## src/verilog/opaf_pkg.sv

```systemverilog
package opaf_pkg;

  // Register byte offsets on the AHB-Lite slave
  localparam logic [7:0] OFF_CTRL    = 8'h00;
  localparam logic [7:0] OFF_STATUS  = 8'h04;
  localparam logic [7:0] OFF_BASE    = 8'h08;
  localparam logic [7:0] OFF_INDEX   = 8'h0C;
  localparam logic [7:0] OFF_INSTR_DISPLACEMENT    = 8'h10;
  localparam logic [7:0] OFF_PTR     = 8'h14;
  localparam logic [7:0] OFF_SEG     = 8'h18;
  localparam logic [7:0] OFF_OPADDR  = 8'h1C;
  localparam logic [7:0] OFF_EXEC    = 8'h20;

  // Control register field positions
  localparam int CTRL_MODE_LSB  = 0;
  localparam int CTRL_MODE_MSB  = 2;
  localparam int CTRL_POST_BIT  = 3;
  localparam int CTRL_IND32_BIT = 4;
  localparam int CTRL_BSEL_LSB  = 5;
  localparam int CTRL_BSEL_MSB  = 6;
  localparam int CTRL_START_BIT = 8;

  // Status register field positions
  localparam int STAT_BUSY_BIT  = 0;
  localparam int STAT_PH1_BIT   = 1;
  localparam int STAT_PH2_BIT   = 2;
  localparam int STAT_HOLD_BIT  = 3;
  localparam int STAT_STATE_LSB = 4;

  // Operand half width and the byte split used by floating immediates
  localparam int HALF_BITS = 16;
  localparam int BYTE_BITS = 8;

  // Addressing modes as software writes them into the control register
  localparam logic [2:0] MODE_RR       = 3'h0;
  localparam logic [2:0] MODE_IMM_HALF = 3'h1;
  localparam logic [2:0] MODE_IMM_FULL = 3'h2;
  localparam logic [2:0] MODE_IMM_FLT  = 3'h3;
  localparam logic [2:0] MODE_DIRECT   = 3'h4;
  localparam logic [2:0] MODE_DIR_IDX  = 3'h5;
  localparam logic [2:0] MODE_DIR_BASE = 3'h6;
  localparam logic [2:0] MODE_INDIRECT = 3'h7;

  // Base register select code of the procedure base (low half reads zero)
  localparam logic [1:0] BSEL_PROC = 2'h0;

  // Reset values
  localparam logic [15:0] HALF_RST = 16'h0000;
  localparam logic [31:0] WORD_RST = 32'h0000_0000;

  // Pipeline beat sequence of one instruction
  typedef enum logic [2:0] {
    ST_IDLE, ST_S4, ST_S5, ST_S6, ST_P2A, ST_P2B, ST_S7
  } opaf_state_t;

endpackage

```

## src/verilog/opaf_unit.sv

```systemverilog
// Added by the designer: the AHB-Lite slave port and the register addresses.
`timescale 1ns/10ps

// What this block does
// - Memory forms: address from registers and displacement, loaded end stage 6, used in 7
// - Extended RR and immediates load the operand itself; no memory reference issued
// - Half-word immediate: value to upper half, lower half cleared
// - Full-word immediate: value sign-extended to 32 bits across both halves
// - Floating immediate: high byte up, low byte down, other bytes zeroed
// - Operand held after stage 6 is read in stage 7, sent to execution
// - Register-to-register: both adders pass the source register unchanged
// - Direct indexed: base plus index, then displacement added
// - Direct with base register: pass base, then add displacement
// - Immediates ignore base adder; displacement adder gives zero or displacement
// - Indirect phase one forms pointer address; first-phase indicator active two stages
// - Assist hold raised after stage 4 of indirect, lasts two beats
// - During the hold phase one forms the pointer address into the operand address register
// - Indirect phase two uses second address; indicator active exactly two beats
// - Selected base register is fetched in stage 5 for the pointer address
// - Base select latched end stage 4, relatched to procedure base after phase one
// - Phase two: base adder adds index to zero, displacement adder adds pointer
// - Pointer low half latched beat one of phase two, loaded low, optionally indexed
// - 32-bit indirection loads pointer upper half; 16-bit leaves upper half alone
// - Base adder passes base or adds index; active-low carry adds one
// - Displacement adder: zero, one, displacement, base output or sum, plus carry
module opaf_unit #(
  parameter int HALF_W = 16
) (
  // Clock and reset
  input  wire logic              hclk,
  input  wire logic              hresetn,
  // AHB-Lite slave
  input  wire logic              hsel,
  input  wire logic [31:0]       haddr,
  input  wire logic [1:0]        htrans,
  input  wire logic              hwrite,
  input  wire logic [2:0]        hsize,
  input  wire logic [31:0]       hwdata,
  input  wire logic              hready,
  output logic                   hreadyout,
  output logic                   hresp,
  output logic [31:0]            hrdata,
  // Pipeline indicators
  output logic                   indirect_first_phase_n,
  output logic                   indirect_second_phase_n,
  output logic                   assist_hold_n,
  // Memory access and execution hand-off in stage 7
  output logic                   mem_req,
  output logic [31:0]            mem_addr,
  output logic                   exec_valid,
  output logic [31:0]            exec_operand
);

  // The register map packs both halves into one bus word, so only 16 fits
  if (HALF_W != opaf_pkg::HALF_BITS) begin : g_bad_width
    $error("opaf_unit: HALF_W must be 16");
  end

  localparam int HB = HALF_W / 2;

  // Bus phase capture
  logic               wr_pend_q;
  logic [7:0]         wr_addr_q;
  logic [31:0]        hrdata_q;

  // Software-loaded operands
  logic [2:0]         mode_q;
  logic               post_q;
  logic               ind32_q;
  logic [1:0]         bsel_req_q;
  logic [HALF_W-1:0]  base_q;
  logic [HALF_W-1:0]  index_q;
  logic [HALF_W-1:0]  instr_displacement_q;
  logic [31:0]        ptr_q;
  logic [HALF_W-1:0]  seg_q;

  // Datapath state
  opaf_pkg::opaf_state_t state_q;
  opaf_pkg::opaf_state_t state_d;
  logic [1:0]         base_sel_q;
  logic [HALF_W-1:0]  instr_displacement_latch_q;
  logic [HALF_W-1:0]  opa_upper_q;
  logic [HALF_W-1:0]  opa_lower_q;
  logic               mem_req_q;
  logic [31:0]        mem_addr_q;
  logic               exec_valid_q;
  logic [31:0]        exec_operand_q;

  // Bus decode: zero-wait slave, every access answered OKAY
  wire bus_take   = hsel & hready & htrans[1];
  wire wr_ctrl    = wr_pend_q & (wr_addr_q == opaf_pkg::OFF_CTRL);
  wire start_req  = wr_ctrl & hwdata[opaf_pkg::CTRL_START_BIT];
  wire idle       = (state_q == opaf_pkg::ST_IDLE);
  wire is_ind     = (mode_q == opaf_pkg::MODE_INDIRECT);
  wire is_mem     = mode_q[2];
  wire phase1     = is_ind & ((state_q == opaf_pkg::ST_S5) | (state_q == opaf_pkg::ST_S6));
  wire phase2     = (state_q == opaf_pkg::ST_P2A) | (state_q == opaf_pkg::ST_P2B);
  wire [31:0] opa = {opa_upper_q, opa_lower_q};

  assign hreadyout = 1'b1;
  assign hresp     = 1'b0;
  assign hrdata    = hrdata_q;

  // Read mux, sampled in the address phase so hrdata comes from a flop
  wire [31:0] status_word = {25'h0, 3'(state_q), assist_hold_n == 1'b0,
                             phase2, phase1, ~idle};
  wire [31:0] ctrl_word   = {25'h0, bsel_req_q, ind32_q, post_q, mode_q};
  wire [7:0]  rd_off      = haddr[7:0];
  wire [31:0] rd_mux =
      (rd_off == opaf_pkg::OFF_CTRL)   ? ctrl_word :
      (rd_off == opaf_pkg::OFF_STATUS) ? status_word :
      (rd_off == opaf_pkg::OFF_BASE)   ? {16'h0, base_q} :
      (rd_off == opaf_pkg::OFF_INDEX)  ? {16'h0, index_q} :
      (rd_off == opaf_pkg::OFF_INSTR_DISPLACEMENT)   ? {16'h0, instr_displacement_q} :
      (rd_off == opaf_pkg::OFF_PTR)    ? ptr_q :
      (rd_off == opaf_pkg::OFF_SEG)    ? {16'h0, seg_q} :
      (rd_off == opaf_pkg::OFF_OPADDR) ? opa :
      (rd_off == opaf_pkg::OFF_EXEC)   ? exec_operand_q : opaf_pkg::WORD_RST;

  // Address phase capture
  always_ff @(posedge hclk or negedge hresetn) begin
    if (!hresetn) begin
      wr_pend_q <= 1'b0;
      wr_addr_q <= 8'h00;
      hrdata_q  <= opaf_pkg::WORD_RST;
    end else begin
      wr_pend_q <= bus_take & hwrite;
      wr_addr_q <= haddr[7:0];
      if (bus_take & ~hwrite) begin
        hrdata_q <= rd_mux;
      end
    end
  end

  // Operand registers; they are locked while an instruction runs so that
  // the datapath never sees a half-updated operand set
  always_ff @(posedge hclk or negedge hresetn) begin
    if (!hresetn) begin
      mode_q     <= opaf_pkg::MODE_RR;
      post_q     <= 1'b0;
      ind32_q    <= 1'b0;
      bsel_req_q <= opaf_pkg::BSEL_PROC;
      base_q     <= opaf_pkg::HALF_RST;
      index_q    <= opaf_pkg::HALF_RST;
      instr_displacement_q     <= opaf_pkg::HALF_RST;
      ptr_q      <= opaf_pkg::WORD_RST;
      seg_q      <= opaf_pkg::HALF_RST;
    end else if (wr_pend_q & idle) begin
      if (wr_ctrl) begin
        mode_q     <= hwdata[opaf_pkg::CTRL_MODE_MSB:opaf_pkg::CTRL_MODE_LSB];
        post_q     <= hwdata[opaf_pkg::CTRL_POST_BIT];
        ind32_q    <= hwdata[opaf_pkg::CTRL_IND32_BIT];
        bsel_req_q <= hwdata[opaf_pkg::CTRL_BSEL_MSB:opaf_pkg::CTRL_BSEL_LSB];
      end
      if (wr_addr_q == opaf_pkg::OFF_BASE)  base_q  <= hwdata[HALF_W-1:0];
      if (wr_addr_q == opaf_pkg::OFF_INDEX) index_q <= hwdata[HALF_W-1:0];
      if (wr_addr_q == opaf_pkg::OFF_INSTR_DISPLACEMENT)  instr_displacement_q  <= hwdata[HALF_W-1:0];
      if (wr_addr_q == opaf_pkg::OFF_PTR)   ptr_q   <= hwdata;
      if (wr_addr_q == opaf_pkg::OFF_SEG)   seg_q   <= hwdata[HALF_W-1:0];
    end
  end

  // Beat sequencer: one hclk edge ends one pipeline stage
  always_comb begin
    state_d = state_q;
    case (state_q)
      opaf_pkg::ST_IDLE: if (start_req) state_d = opaf_pkg::ST_S4;
      opaf_pkg::ST_S4:   state_d = opaf_pkg::ST_S5;
      opaf_pkg::ST_S5:   state_d = opaf_pkg::ST_S6;
      opaf_pkg::ST_S6:   state_d = is_ind ? opaf_pkg::ST_P2A : opaf_pkg::ST_S7;
      opaf_pkg::ST_P2A:  state_d = opaf_pkg::ST_P2B;
      opaf_pkg::ST_P2B:  state_d = opaf_pkg::ST_S7;
      opaf_pkg::ST_S7:   state_d = opaf_pkg::ST_IDLE;
      default:           state_d = opaf_pkg::ST_IDLE;
    endcase
  end

  // Indicators; the hold spans the two beats after stage 4 of an indirect
  assign indirect_first_phase_n  = ~phase1;
  assign indirect_second_phase_n = ~phase2;
  assign assist_hold_n           = ~phase1;

  // Base register fetch; the procedure base low half always reads zero
  wire [HALF_W-1:0] base_val = (base_sel_q == opaf_pkg::BSEL_PROC) ?
                               opaf_pkg::HALF_RST : base_q;

  // Adder controls per mode and phase
  wire imm_mode      = ~mode_q[2] & (mode_q != opaf_pkg::MODE_RR);
  wire bx_add_select = (mode_q == opaf_pkg::MODE_DIR_IDX) | phase2;
  wire bx_carry_in_n = 1'b1;
  wire d_pass_left   = phase2 ? post_q : ~imm_mode;
  wire d_pass_right  = phase2 | (is_mem | (mode_q == opaf_pkg::MODE_IMM_FULL));
  wire d_carry_in_n  = 1'b1;

  // Base-index adder: pass or add, with active-low carry-in
  wire [HALF_W-1:0] bx_index = bx_add_select ? index_q : opaf_pkg::HALF_RST;
  wire [HALF_W-1:0] base_index_adder =
      HALF_W'(base_val + bx_index + {{(HALF_W-1){1'b0}}, ~bx_carry_in_n});

  // Displacement adder: two transport selects and active-low carry-in
  wire [HALF_W-1:0] instr_displacement_in  = phase2 ? instr_displacement_latch_q : instr_displacement_q;
  wire [HALF_W-1:0] d_left   = d_pass_left ? base_index_adder : opaf_pkg::HALF_RST;
  wire [HALF_W-1:0] d_right  = d_pass_right ? instr_displacement_in : opaf_pkg::HALF_RST;
  wire [HALF_W-1:0] displacement_adder =
      HALF_W'(d_left + d_right + {{(HALF_W-1){1'b0}}, ~d_carry_in_n});

  // Values loaded into the operand address register at the end of stage 6
  wire [HALF_W-1:0] imm_sign  = {HALF_W{instr_displacement_q[HALF_W-1]}};
  wire [HALF_W-1:0] flt_upper = {instr_displacement_q[HALF_W-1:HB], {HB{1'b0}}};
  wire [HALF_W-1:0] flt_lower = {{HB{1'b0}}, instr_displacement_q[HB-1:0]};
  wire [HALF_W-1:0] s6_upper =
      (mode_q == opaf_pkg::MODE_IMM_HALF) ? instr_displacement_q :
      (mode_q == opaf_pkg::MODE_IMM_FULL) ? imm_sign :
      (mode_q == opaf_pkg::MODE_IMM_FLT)  ? flt_upper :
      (mode_q == opaf_pkg::MODE_RR)       ? opaf_pkg::HALF_RST : seg_q;
  wire [HALF_W-1:0] s6_lower =
      (mode_q == opaf_pkg::MODE_IMM_FLT) ? flt_lower : displacement_adder;

  // Sequencer state and base select latching
  always_ff @(posedge hclk or negedge hresetn) begin
    if (!hresetn) begin
      state_q    <= opaf_pkg::ST_IDLE;
      base_sel_q <= opaf_pkg::BSEL_PROC;
    end else begin
      state_q <= state_d;
      if (state_q == opaf_pkg::ST_S4) begin
        base_sel_q <= bsel_req_q;
      end else if ((state_q == opaf_pkg::ST_S6) & is_ind) begin
        base_sel_q <= opaf_pkg::BSEL_PROC;
      end
    end
  end

  // Operand address register halves and pointer latch
  always_ff @(posedge hclk or negedge hresetn) begin
    if (!hresetn) begin
      opa_upper_q  <= opaf_pkg::HALF_RST;
      opa_lower_q  <= opaf_pkg::HALF_RST;
      instr_displacement_latch_q <= opaf_pkg::HALF_RST;
    end else begin
      if (state_q == opaf_pkg::ST_S6) begin
        opa_upper_q <= s6_upper;
        opa_lower_q <= s6_lower;
      end
      if (state_q == opaf_pkg::ST_P2A) begin
        instr_displacement_latch_q <= ptr_q[HALF_W-1:0];
      end
      if (state_q == opaf_pkg::ST_P2B) begin
        opa_lower_q <= displacement_adder;
        if (ind32_q) begin
          opa_upper_q <= ptr_q[31:HALF_W];
        end
      end
    end
  end

  // Stage 7: memory forms issue the access, the rest forward the operand
  always_ff @(posedge hclk or negedge hresetn) begin
    if (!hresetn) begin
      mem_req_q      <= 1'b0;
      mem_addr_q     <= opaf_pkg::WORD_RST;
      exec_valid_q   <= 1'b0;
      exec_operand_q <= opaf_pkg::WORD_RST;
    end else begin
      mem_req_q    <= (state_q == opaf_pkg::ST_S7) & is_mem;
      exec_valid_q <= (state_q == opaf_pkg::ST_S7) & ~is_mem;
      if ((state_q == opaf_pkg::ST_S7) & is_mem) begin
        mem_addr_q <= opa;
      end
      if ((state_q == opaf_pkg::ST_S7) & ~is_mem) begin
        exec_operand_q <= opa;
      end
    end
  end

  assign mem_req      = mem_req_q;
  assign mem_addr     = mem_addr_q;
  assign exec_valid   = exec_valid_q;
  assign exec_operand = exec_operand_q;

  // Checks on the sequencing and datapath
  a_hold_two_beats: assert property (
    @(posedge hclk) disable iff (!hresetn)
    $fell(assist_hold_n) |->
      $past(state_q) == opaf_pkg::ST_S4 ##1 !assist_hold_n ##1 assist_hold_n)
    else $error("assist hold not exactly two beats after stage 4");

  a_first_phase_span: assert property (
    @(posedge hclk) disable iff (!hresetn)
    $fell(indirect_first_phase_n) |-> state_q == opaf_pkg::ST_S5 ##1
      (state_q == opaf_pkg::ST_S6 && !indirect_first_phase_n) ##1 indirect_first_phase_n)
    else $error("first phase not active through stages 5 and 6");

  a_second_phase_two: assert property (
    @(posedge hclk) disable iff (!hresetn)
    $rose(indirect_first_phase_n) |-> !indirect_second_phase_n [*2] ##1 indirect_second_phase_n)
    else $error("second phase not exactly two beats after phase one");

  a_half_imm_load: assert property (
    @(posedge hclk) disable iff (!hresetn)
    (state_q == opaf_pkg::ST_S6 && mode_q == opaf_pkg::MODE_IMM_HALF) |=>
      opa_upper_q == $past(instr_displacement_q) && opa_lower_q == 16'h0000)
    else $error("half immediate load wrong");

  a_full_imm_load: assert property (
    @(posedge hclk) disable iff (!hresetn)
    (state_q == opaf_pkg::ST_S6 && mode_q == opaf_pkg::MODE_IMM_FULL) |=>
      $signed(opa) == $signed($past(instr_displacement_q)))
    else $error("full immediate not sign extended");

  a_float_imm_load: assert property (
    @(posedge hclk) disable iff (!hresetn)
    (state_q == opaf_pkg::ST_S6 && mode_q == opaf_pkg::MODE_IMM_FLT) |=>
      opa == {$past(instr_displacement_q[15:8]), 16'h0000, $past(instr_displacement_q[7:0])})
    else $error("floating immediate bytes misplaced");

  a_rr_pass_through: assert property (
    @(posedge hclk) disable iff (!hresetn)
    (state_q == opaf_pkg::ST_S6 && mode_q == opaf_pkg::MODE_RR) |=>
      opa_lower_q == $past(base_val))
    else $error("register operand altered by adders");

  a_ext_no_mem: assert property (
    @(posedge hclk) disable iff (!hresetn)
    (state_q == opaf_pkg::ST_S7 && !is_mem) |=>
      exec_valid && !mem_req && exec_operand == $past(opa))
    else $error("extended operand not forwarded or memory touched");

  a_proc_base_forced: assert property (
    @(posedge hclk) disable iff (!hresetn)
    (state_q == opaf_pkg::ST_S6 && is_ind) |=> base_sel_q == opaf_pkg::BSEL_PROC)
    else $error("procedure base not selected after phase one");

  a_ind16_upper_kept: assert property (
    @(posedge hclk) disable iff (!hresetn)
    (state_q == opaf_pkg::ST_P2B && !ind32_q) |=> $stable(opa_upper_q))
    else $error("upper half loaded on 16-bit indirection");

  a_opa_stable: assert property (
    @(posedge hclk) disable iff (!hresetn)
    (state_q != opaf_pkg::ST_S6 && state_q != opaf_pkg::ST_P2B) |=> $stable(opa))
    else $error("operand address register changed off a load beat");

  a_mem_issue_addr: assert property (
    @(posedge hclk) disable iff (!hresetn)
    (state_q == opaf_pkg::ST_S7 && is_mem) |=>
      mem_req && !exec_valid && mem_addr == $past(opa))
    else $error("memory access not issued with the formed address");

  a_dir_idx_sum: assert property (
    @(posedge hclk) disable iff (!hresetn)
    (state_q == opaf_pkg::ST_S6 && mode_q == opaf_pkg::MODE_DIR_IDX) |=>
      opa_lower_q == 16'($past(base_val) + $past(index_q) + $past(instr_displacement_q)))
    else $error("direct indexed offset wrong");

  a_half_instr_displacement_zero: assert property (
    @(posedge hclk) disable iff (!hresetn)
    (state_q != opaf_pkg::ST_IDLE && mode_q == opaf_pkg::MODE_IMM_HALF) |->
      displacement_adder == 16'h0000)
    else $error("displacement adder not zero for half immediate");

  a_index_through_bx: assert property (
    @(posedge hclk) disable iff (!hresetn)
    (state_q == opaf_pkg::ST_P2B) |->
      base_index_adder == index_q)
    else $error("base adder not passing index in phase two");

  a_ptr_low_load: assert property (
    @(posedge hclk) disable iff (!hresetn)
    (state_q == opaf_pkg::ST_P2B) |=>
      opa_lower_q == 16'($past(ptr_q[15:0]) + ($past(post_q) ? $past(index_q) : 16'h0000)))
    else $error("pointer low half not loaded into lower half");

  a_ind32_upper_load: assert property (
    @(posedge hclk) disable iff (!hresetn)
    (state_q == opaf_pkg::ST_P2B && ind32_q) |=>
      opa_upper_q == $past(ptr_q[31:16]))
    else $error("pointer upper half not loaded on 32-bit indirection");

endmodule

```

## config.mk

```make
export PLATFORM = sky130hd
export DESIGN_NAME = opaf_unit
export DESIGN_NICKNAME = d
export VERILOG_FILES = /design/src/verilog/opaf_pkg.sv /design/src/verilog/opaf_unit.sv
export SDC_FILE = /design/constraint.sdc
export NUM_CORES = 1
export LEC_CHECK = 0
export BUFFER_PORTS_ARGS = -buffer_cell sky130_fd_sc_hd__buf_2
export CAP_MARGIN = 20
export CORE_ASPECT_RATIO = 1.75
export CORE_MARGIN = 1
export CORE_UTILIZATION = 60
export CTS_CLUSTER_SIZE = 20
export DETAILED_ROUTE_END_ITERATION = 12
export HOLD_SLACK_MARGIN = 0.02
export PLACE_DENSITY = 0.82
export SKIP_CTS_REPAIR_TIMING = 1
export SYNTH_ARGS = -nofsm -noshare
export SYNTH_HDL_FRONTEND = slang
export SYNTH_SLANG_ARGS = --single-unit
```

## constraint.sdc

```tcl
create_clock -name hclk -period 12.85 [get_ports hclk]
set_clock_uncertainty 0.05 [all_clocks]
set_input_delay 0.6425 -clock hclk [delete_from_list [all_inputs] [get_ports hclk]]
set_output_delay 0.6425 -clock hclk [all_outputs]
set_load 0.02 [all_outputs]
```

* After elaboration in Yosys (flattened, before gate mapping)
Index checks and enable logic that the tools add are counted.
Operators by class: add/subtract/negate cells 2, equal/unequal tests 25, multiplexer cells 30, bitwise logic cells 23, reductions and logical operators 14
Operator list (count):
- two-way mux 32 bit | 9
- two-way mux 16 bit | 15
- == test 8 x 5 -> 1 bit (second input constant) | 7
- adder 16 bit | 2
- == test 8 x 4 -> 1 bit (second input constant) | 4
- case mux 3 bit (6 select lines) | 1
- zero test 8 bit | 2
- == test 3 bit (second input constant) | 5
- bitwise AND 1 bit | 12
- == test 3 x 2 -> 1 bit (second input constant) | 4
- AND reduction 2 bit | 6
- == test 8 x 3 -> 1 bit (second input constant) | 1
- == test 8 x 6 -> 1 bit (second input constant) | 1
- == test 3 x 1 -> 1 bit (second input constant) | 2
- zero test 3 bit | 2
- two-way mux 2 bit | 3
- inverter 1 bit | 6
- bitwise OR 1 bit | 5
- nonzero test 2 bit | 2
- two-way mux 3 bit | 1
- nonzero test 3 bit | 1
- zero test 2 bit | 1
- inequality test 2 bit (second input constant) | 1
- two-way mux 1 bit | 1
Storage, ports and cells: bits in registers 263, bits of input ports 74, output and inout bits 103, logic and storage cells 115

* Longest topological paths before layout
word-level depth 10, depth in mapped cells 24, mapped depth without buffers 21

* Least setup slack after synthesis
Ideal clock, no wire load.
path type register to register, from reg state_q[1], to reg opa_lower_q[15], setup time 96 ps, arrival time 4486 ps, path slack 8219 ps, stages on the path, launching flop included 24, path buffers 3, path through dfrtp_1 -> nor2b_1 -> buf_4 -> clkbuf_1 -> nor2_1 -> clkbuf_1 -> nor2_1 -> ha_1 -> inv_1 -> fa_1 -> nor2b_1 -> o21ai_0 -> a21boi_1 -> o21ai_0 -> a221oi_1 -> a2111oi_0 -> or3_1 -> ha_1 -> nand2_1 -> nor2_1 -> o21ai_0 -> a211oi_1 -> xnor2_1 -> o31ai_1
On the way: word-level cells in the longest chain between the ends 10, elaborated cells on any way between the ends 17
RTL lines:
- start: declaration | RTL line opaf_unit.sv:78 | opaf_pkg::opaf_state_t state_q;
- start signal: assignment | RTL line opaf_unit.sv:222 | state_q <= opaf_pkg::ST_IDLE;
- start signal: assignment | RTL line opaf_unit.sv:225 | state_q <= state_d;
- == test 3 bit, on equally long branches | RTL line opaf_unit.sv:97, opaf_unit.sv:248
- bitwise OR 1 bit | RTL line opaf_unit.sv:97 | wire phase2 = (state_q == opaf_pkg::ST_P2A) | (state_q == opaf_pkg::ST_P2B);
- bitwise OR 1 bit | RTL line opaf_unit.sv:189 | wire bx_add_select = (mode_q == opaf_pkg::MODE_DIR_IDX) | phase2;
- two-way mux 16 bit | RTL line opaf_unit.sv:196 | wire [HALF_W-1:0] bx_index = bx_add_select ? index_q : opaf_pkg::HALF_RST;
- adder 16 bit | RTL line opaf_unit.sv:198 | HALF_W'(base_val + bx_index + {{(HALF_W-1){1'b0}}, ~bx_carry_in_n});
- two-way mux 16 bit | RTL line opaf_unit.sv:202 | wire [HALF_W-1:0] d_left = d_pass_left ? base_index_adder : opaf_pkg::HALF_RST;
- adder 16 bit | RTL line opaf_unit.sv:205 | HALF_W'(d_left + d_right + {{(HALF_W-1){1'b0}}, ~d_carry_in_n});
- two-way mux 16 bit | RTL line opaf_unit.sv:217 | (mode_q == opaf_pkg::MODE_IMM_FLT) ? flt_lower : displacement_adder;
- two-way mux 16 bit | RTL line opaf_unit.sv:241 | if (state_q == opaf_pkg::ST_S6) begin
- two-way mux 16 bit | RTL line opaf_unit.sv:248 | if (state_q == opaf_pkg::ST_P2B) begin
- end signal: assignment | RTL line opaf_unit.sv:238 | opa_lower_q <= opaf_pkg::HALF_RST;
- end signal: assignment | RTL line opaf_unit.sv:243 | opa_lower_q <= s6_lower;
- end signal: assignment | RTL line opaf_unit.sv:249 | opa_lower_q <= displacement_adder;
- end: declaration | RTL line opaf_unit.sv:83 | logic [HALF_W-1:0] opa_lower_q;
Several ways; a longest one is shown, not always the timed one. The select of a mux whose other input is x is not followed. A chain may end at the register's enable or synchronous reset.

* Worst setup path after layout
from reg mode_q[2], to reg opa_lower_q[15]
On the way: word-level cells in the longest chain between the ends 9, elaborated cells on any way between the ends 19
RTL lines:
- start: declaration | RTL line opaf_unit.sv:67 | logic [2:0] mode_q;
- start signal: assignment | RTL line opaf_unit.sv:139 | mode_q <= opaf_pkg::MODE_RR;
- start signal: assignment | RTL line opaf_unit.sv:150 | mode_q <= hwdata[opaf_pkg::CTRL_MODE_MSB:opaf_pkg::CTRL_MODE_LSB];
- == test 3 bit (tied with other cells) | RTL line opaf_unit.sv:189
- bitwise OR 1 bit or bitwise AND 1 bit (tied branches) | RTL line opaf_unit.sv:189, opaf_unit.sv:188
- two-way mux 16 bit or inverter 1 bit (tied branches) | RTL line opaf_unit.sv:196, opaf_unit.sv:191
- adder 16 bit or two-way mux 1 bit (tied branches) | RTL line opaf_unit.sv:198, opaf_unit.sv:191
- two-way mux 16 bit | RTL line opaf_unit.sv:202
- adder 16 bit | RTL line opaf_unit.sv:205
- two-way mux 16 bit | RTL line opaf_unit.sv:217
- two-way mux 16 bit | RTL line opaf_unit.sv:241
- two-way mux 16 bit (*) | RTL line opaf_unit.sv:248
Mark *: on every way between the ends. The rest lies on a longest branch, timed or not. The select of a mux whose other input is x is not followed.

==> summary by stage <==
Logic synthesis
Of all flip-flops after synthesis, the portion carrying an async set or reset was 1.00. The cell type contributing the most total cell area after synthesis is dfrtp_1. The area share of and/or/nand/nor cells after synthesis is 0.132.

The number of synthesis warnings is 0. The netlist area before placement is 13500 sq um. Synthesis inferred 263 register bits.

The adder and majority cell fraction of the synthesized area is 0.0307. The complex-gate fraction of the synthesized area is 0.174. The primary flip-flop cell chosen by synthesis mapping is dfrtp_1. The synthesized net count is 1431. The multiplexer fraction of the synthesized cell area is 0.132. The number of distinct standard cells referenced by the synthesized netlist is 73. Of the post-synthesis cell area, the dominant cell type holds 0.486. The number of synthesized flops with an enable pin is 0. After synthesis, the largest family of logic cells by area is compound AO/OA/AOI/OAI gates.

The average instance in the mapped netlist occupies 10.2 sq um. Of the total synthesized cell area, the portion taken by XOR and XNOR cells is 0.00905. In the post-synthesis netlist, the biggest area contributors are dfrtp_1, mux2_2, nand2_1. The share of the Yosys chip area taken by registers is 0.486. Synthesis produced 1325 cells.

Job
Across the run, the number of max-cap violations was 0.

Critical path
In this run the register-to-register setup slack is 7.29 ns. The maximum net fanout on the critical path is 36. STA classifies the critical path startpoint as a register.

The path depth of the worst reg2reg path is 22. The endpoint kind of the worst setup timing path is a register. Traced cell by cell, the critical path runs through buf_4, and3b_1, nor2_1, nor2_1, ha_1, inv_1, fa_1, nor2b_1, o21ai_0, a21boi_1, o21ai_0, nand2b_1, xnor2_1, nor2_1, ha_1, nand2_1, or3_1, o211ai_1, o21ai_0, a211oi_1, xnor2_1, o31ai_1. Broken down by cell family, the worst path's largest delay share belongs to simple AND/OR/NAND/NOR gates. For the worst setup path, the data arrival time is 5.93 ns. The endpoint identified for the worst register-to-register timing path is opa_lower_q[15]. The largest single stage delay on the critical path is 0.84 ns.

The startpoint of the worst register-to-register path is mode_q[2]. Data on the critical path is required at its endpoint by 13.22 ns. The critical-path cell with the highest stage delay is nor2_1. The number of buffers and inverters on the critical path is 2. The critical path is of the reg2reg type.

The origin of the worst setup path is mode_q[2].

Cells and area
The final layout contains 1531 nets. Relative to the synthesized area, the layout overhead comes to 12.6%. Leaving out fill and tap cells, the most frequent cells in the layout are dfrtp_1, nand2_1, mux2_2. The number of inserted diodes is 0. The final standard cell count with taps included and fillers excluded is 1736. The ratio of cells with drive above 1 in the final layout is 0.263. The most common library cell in the layout ignoring fill and taps is dfrtp_1.

Routing
In this run, the number of DRC markers left after iteration 0 of detailed routing was 1141. The final layout contains routed wiring with a total length of 38.4 mm. The routed wire length per instance is 22.1 microns. The first detailed-routing pass took 8 iterations.

The routed via count divided by cell count is 6.41. The count of vias placed by the detailed router is 11100. The post-route antenna net violation count is 0.

In the routed design, unresolved DRC markers number 0.

Global route
The global routing usage on met3 is 0.0477. The via count of the first global-routing pass is 11100. met2 is the most crowded layer. The wire length of the first global-routing pass is 59.8 mm. The final global-route overflow total is 0. For met1 alone, demand over resource in global routing was 0.408. Across every metal layer, demand over resource in global routing totals 0.336. The initial antenna violation count came to 0. For met2 alone, demand over resource in global routing was 0.578. Entering global routing, the biggest net connects 126 pins.

Power and ir drop
The worst IR drop on VDD is 0.0922 mV. Dividing total power by cell area gives a power density of 161 nW/um^2. For this design the static power due to leakage is 0.00719 uW.

Place
The number of buffers added on ports is 146. Timing analysis after detailed placement gives a worst setup slack of 7.43 ns. At the end of routability-driven placement, the weighted congestion stood at 0.946. The HPWL after detailed placement is 26.3 mm. The number of cells after detailed placement is 1693.

CTS
CTS saw 263 sinks. The H-tree level count is 1. In this run the deepest clock path goes through 3 buffers. At the later pin of the worst-skew pair, clock insertion delay measures 0.52 ns. TritonCTS built the clock tree.

In this run, CTS created clock tree buffers numbering 23. The cell sitting at the root of the clock tree is a clkbuf_16. After clock tree synthesis, the clock-pin slew on the worst setup and hold paths is 0.07 ns.

STA
The minimum clock period after layout is 5.56 ns. The final count of negative-setup-slack endpoints is 0. The share of the cycle needed by the critical path after routing is 0.433. The worst slew slack as a fraction of its limit is 0.254. Setup repair after global routing left no endpoint under its margin. Static timing analysis puts the maximum clock frequency at 180 MHz. The final count of hold timing violations is 0.

The final critical-path setup slack is 7.29 ns. The final count of pins violating max slew is 0. The actual transition at the worst max-transition pin is 1.11 ns.

The setup total negative slack is 0 ns.

Floorplanning
The row count is 72. The effective utilization at floorplan is 0.611. The die width is 116 microns.

The core footprint is 22200 sq um. The die area is 23200 sq um. The count of boundary I/O pins is 177. The die span in y is 201 microns.

Status
The run finished with clean final reports.

Worst hold path
The worst hold path belongs to the class in2async.
worst max path at each step:
| stage | end | slack, ns | depth (start not counted) |
|---|---|---|---|
| 6_report | opa_lower_q[15] | 7.29 | 22 |
| 5_1_grt | opa_lower_q[15] | 6.92 | 19 |
| 4_1_cts | opa_lower_q[15] | 7.38 | 19 |
| 3_5_place_dp | opa_lower_q[15] | 7.43 | 19 |
| 3_3_place_gp | opa_lower_q[15] | 7.51 | 20 |
| 2_1_floorplan | opa_lower_q[15] | 8.22 | 23 |
Yosys cell counts (11+ instances only):
cell / number
inv_1: 27
a221o_1: 14
o21ai_0: 135
a22o_1: 34
a21o_1: 15
buf_2: 16
nor2b_1: 44
o22ai_1: 13
nand2_1: 189
dfrtp_1: 263
a22oi_1: 19
a21oi_1: 74
ha_1: 30
clkbuf_1: 59
mux2_2: 156
nand3_1: 11
nor3_1: 28
nor2_1: 45
cells by family after synthesis:
family,Yosys count
other,2
AO/OA/AOI/OAI,367
adder cells (fa/ha/maj),32
multiplexers,158
XOR/XNOR,14
AND/OR/NAND/NOR,373
flip-flops,263
buffers and inverters,116
flip-flops by register name, indices dropped and copies added, names as in the netlist, 2 cells and up:
| signal | flops |
|---|---|
| exec_operand | 32 |
| hrdata | 32 |
| mem_addr | 32 |
| ptr_q | 32 |
| base_q | 16 |
| index_q | 16 |
| instr_displacement_latch_q | 16 |
| instr_displacement_q | 16 |
| opa_lower_q | 16 |
| opa_upper_q | 16 |
| seg_q | 16 |
| wr_addr_q | 8 |
| mode_q | 3 |
| state_q | 3 |
| base_sel_q | 2 |
| bsel_req_q | 2 |
layer usage:
metal | up-vias | share of wire
met1 | 5512 | 0.37
met2 | 537 | 0.51
met5 | - | 0
li1 | 4961 | -
met3 | 124 | 0.073
met4 | 0 | 0.046
layout make-up:
type                    count  area [sq um]
fillers                  1667          6910
clock buffers              30           652
repair buffers            163           910
inverters                  28           105
clock inverters            10           140
multi-input cells         946          6500
well taps                 296           370
flip-flops and latches    263          6580
through the flow:
| step | hold WS (ns) | cell area (sq um) | total power, uW | util |
|---|---|---|---|---|
| after floorplan | 0.297 | 13500 | 1490 | - |
| final | 0.169 | 15300 | 2450 | 0.688 |
| after global placement | 0.403 | 14400 | 1680 | 0.650 |
| after global routing | 0.224 | 15300 | 2560 | 0.688 |
| after detailed placement | 0.407 | 14400 | 1720 | 0.650 |
| after CTS | 0.215 | 15200 | 2440 | 0.685 |
power breakdown:
part	switching [uW]	total (uW)	internal [uW]
Sequential	138	1110	975
Combinational	375	610	235
Clock	310	729	419
Power figures use the tool's default switching activity.
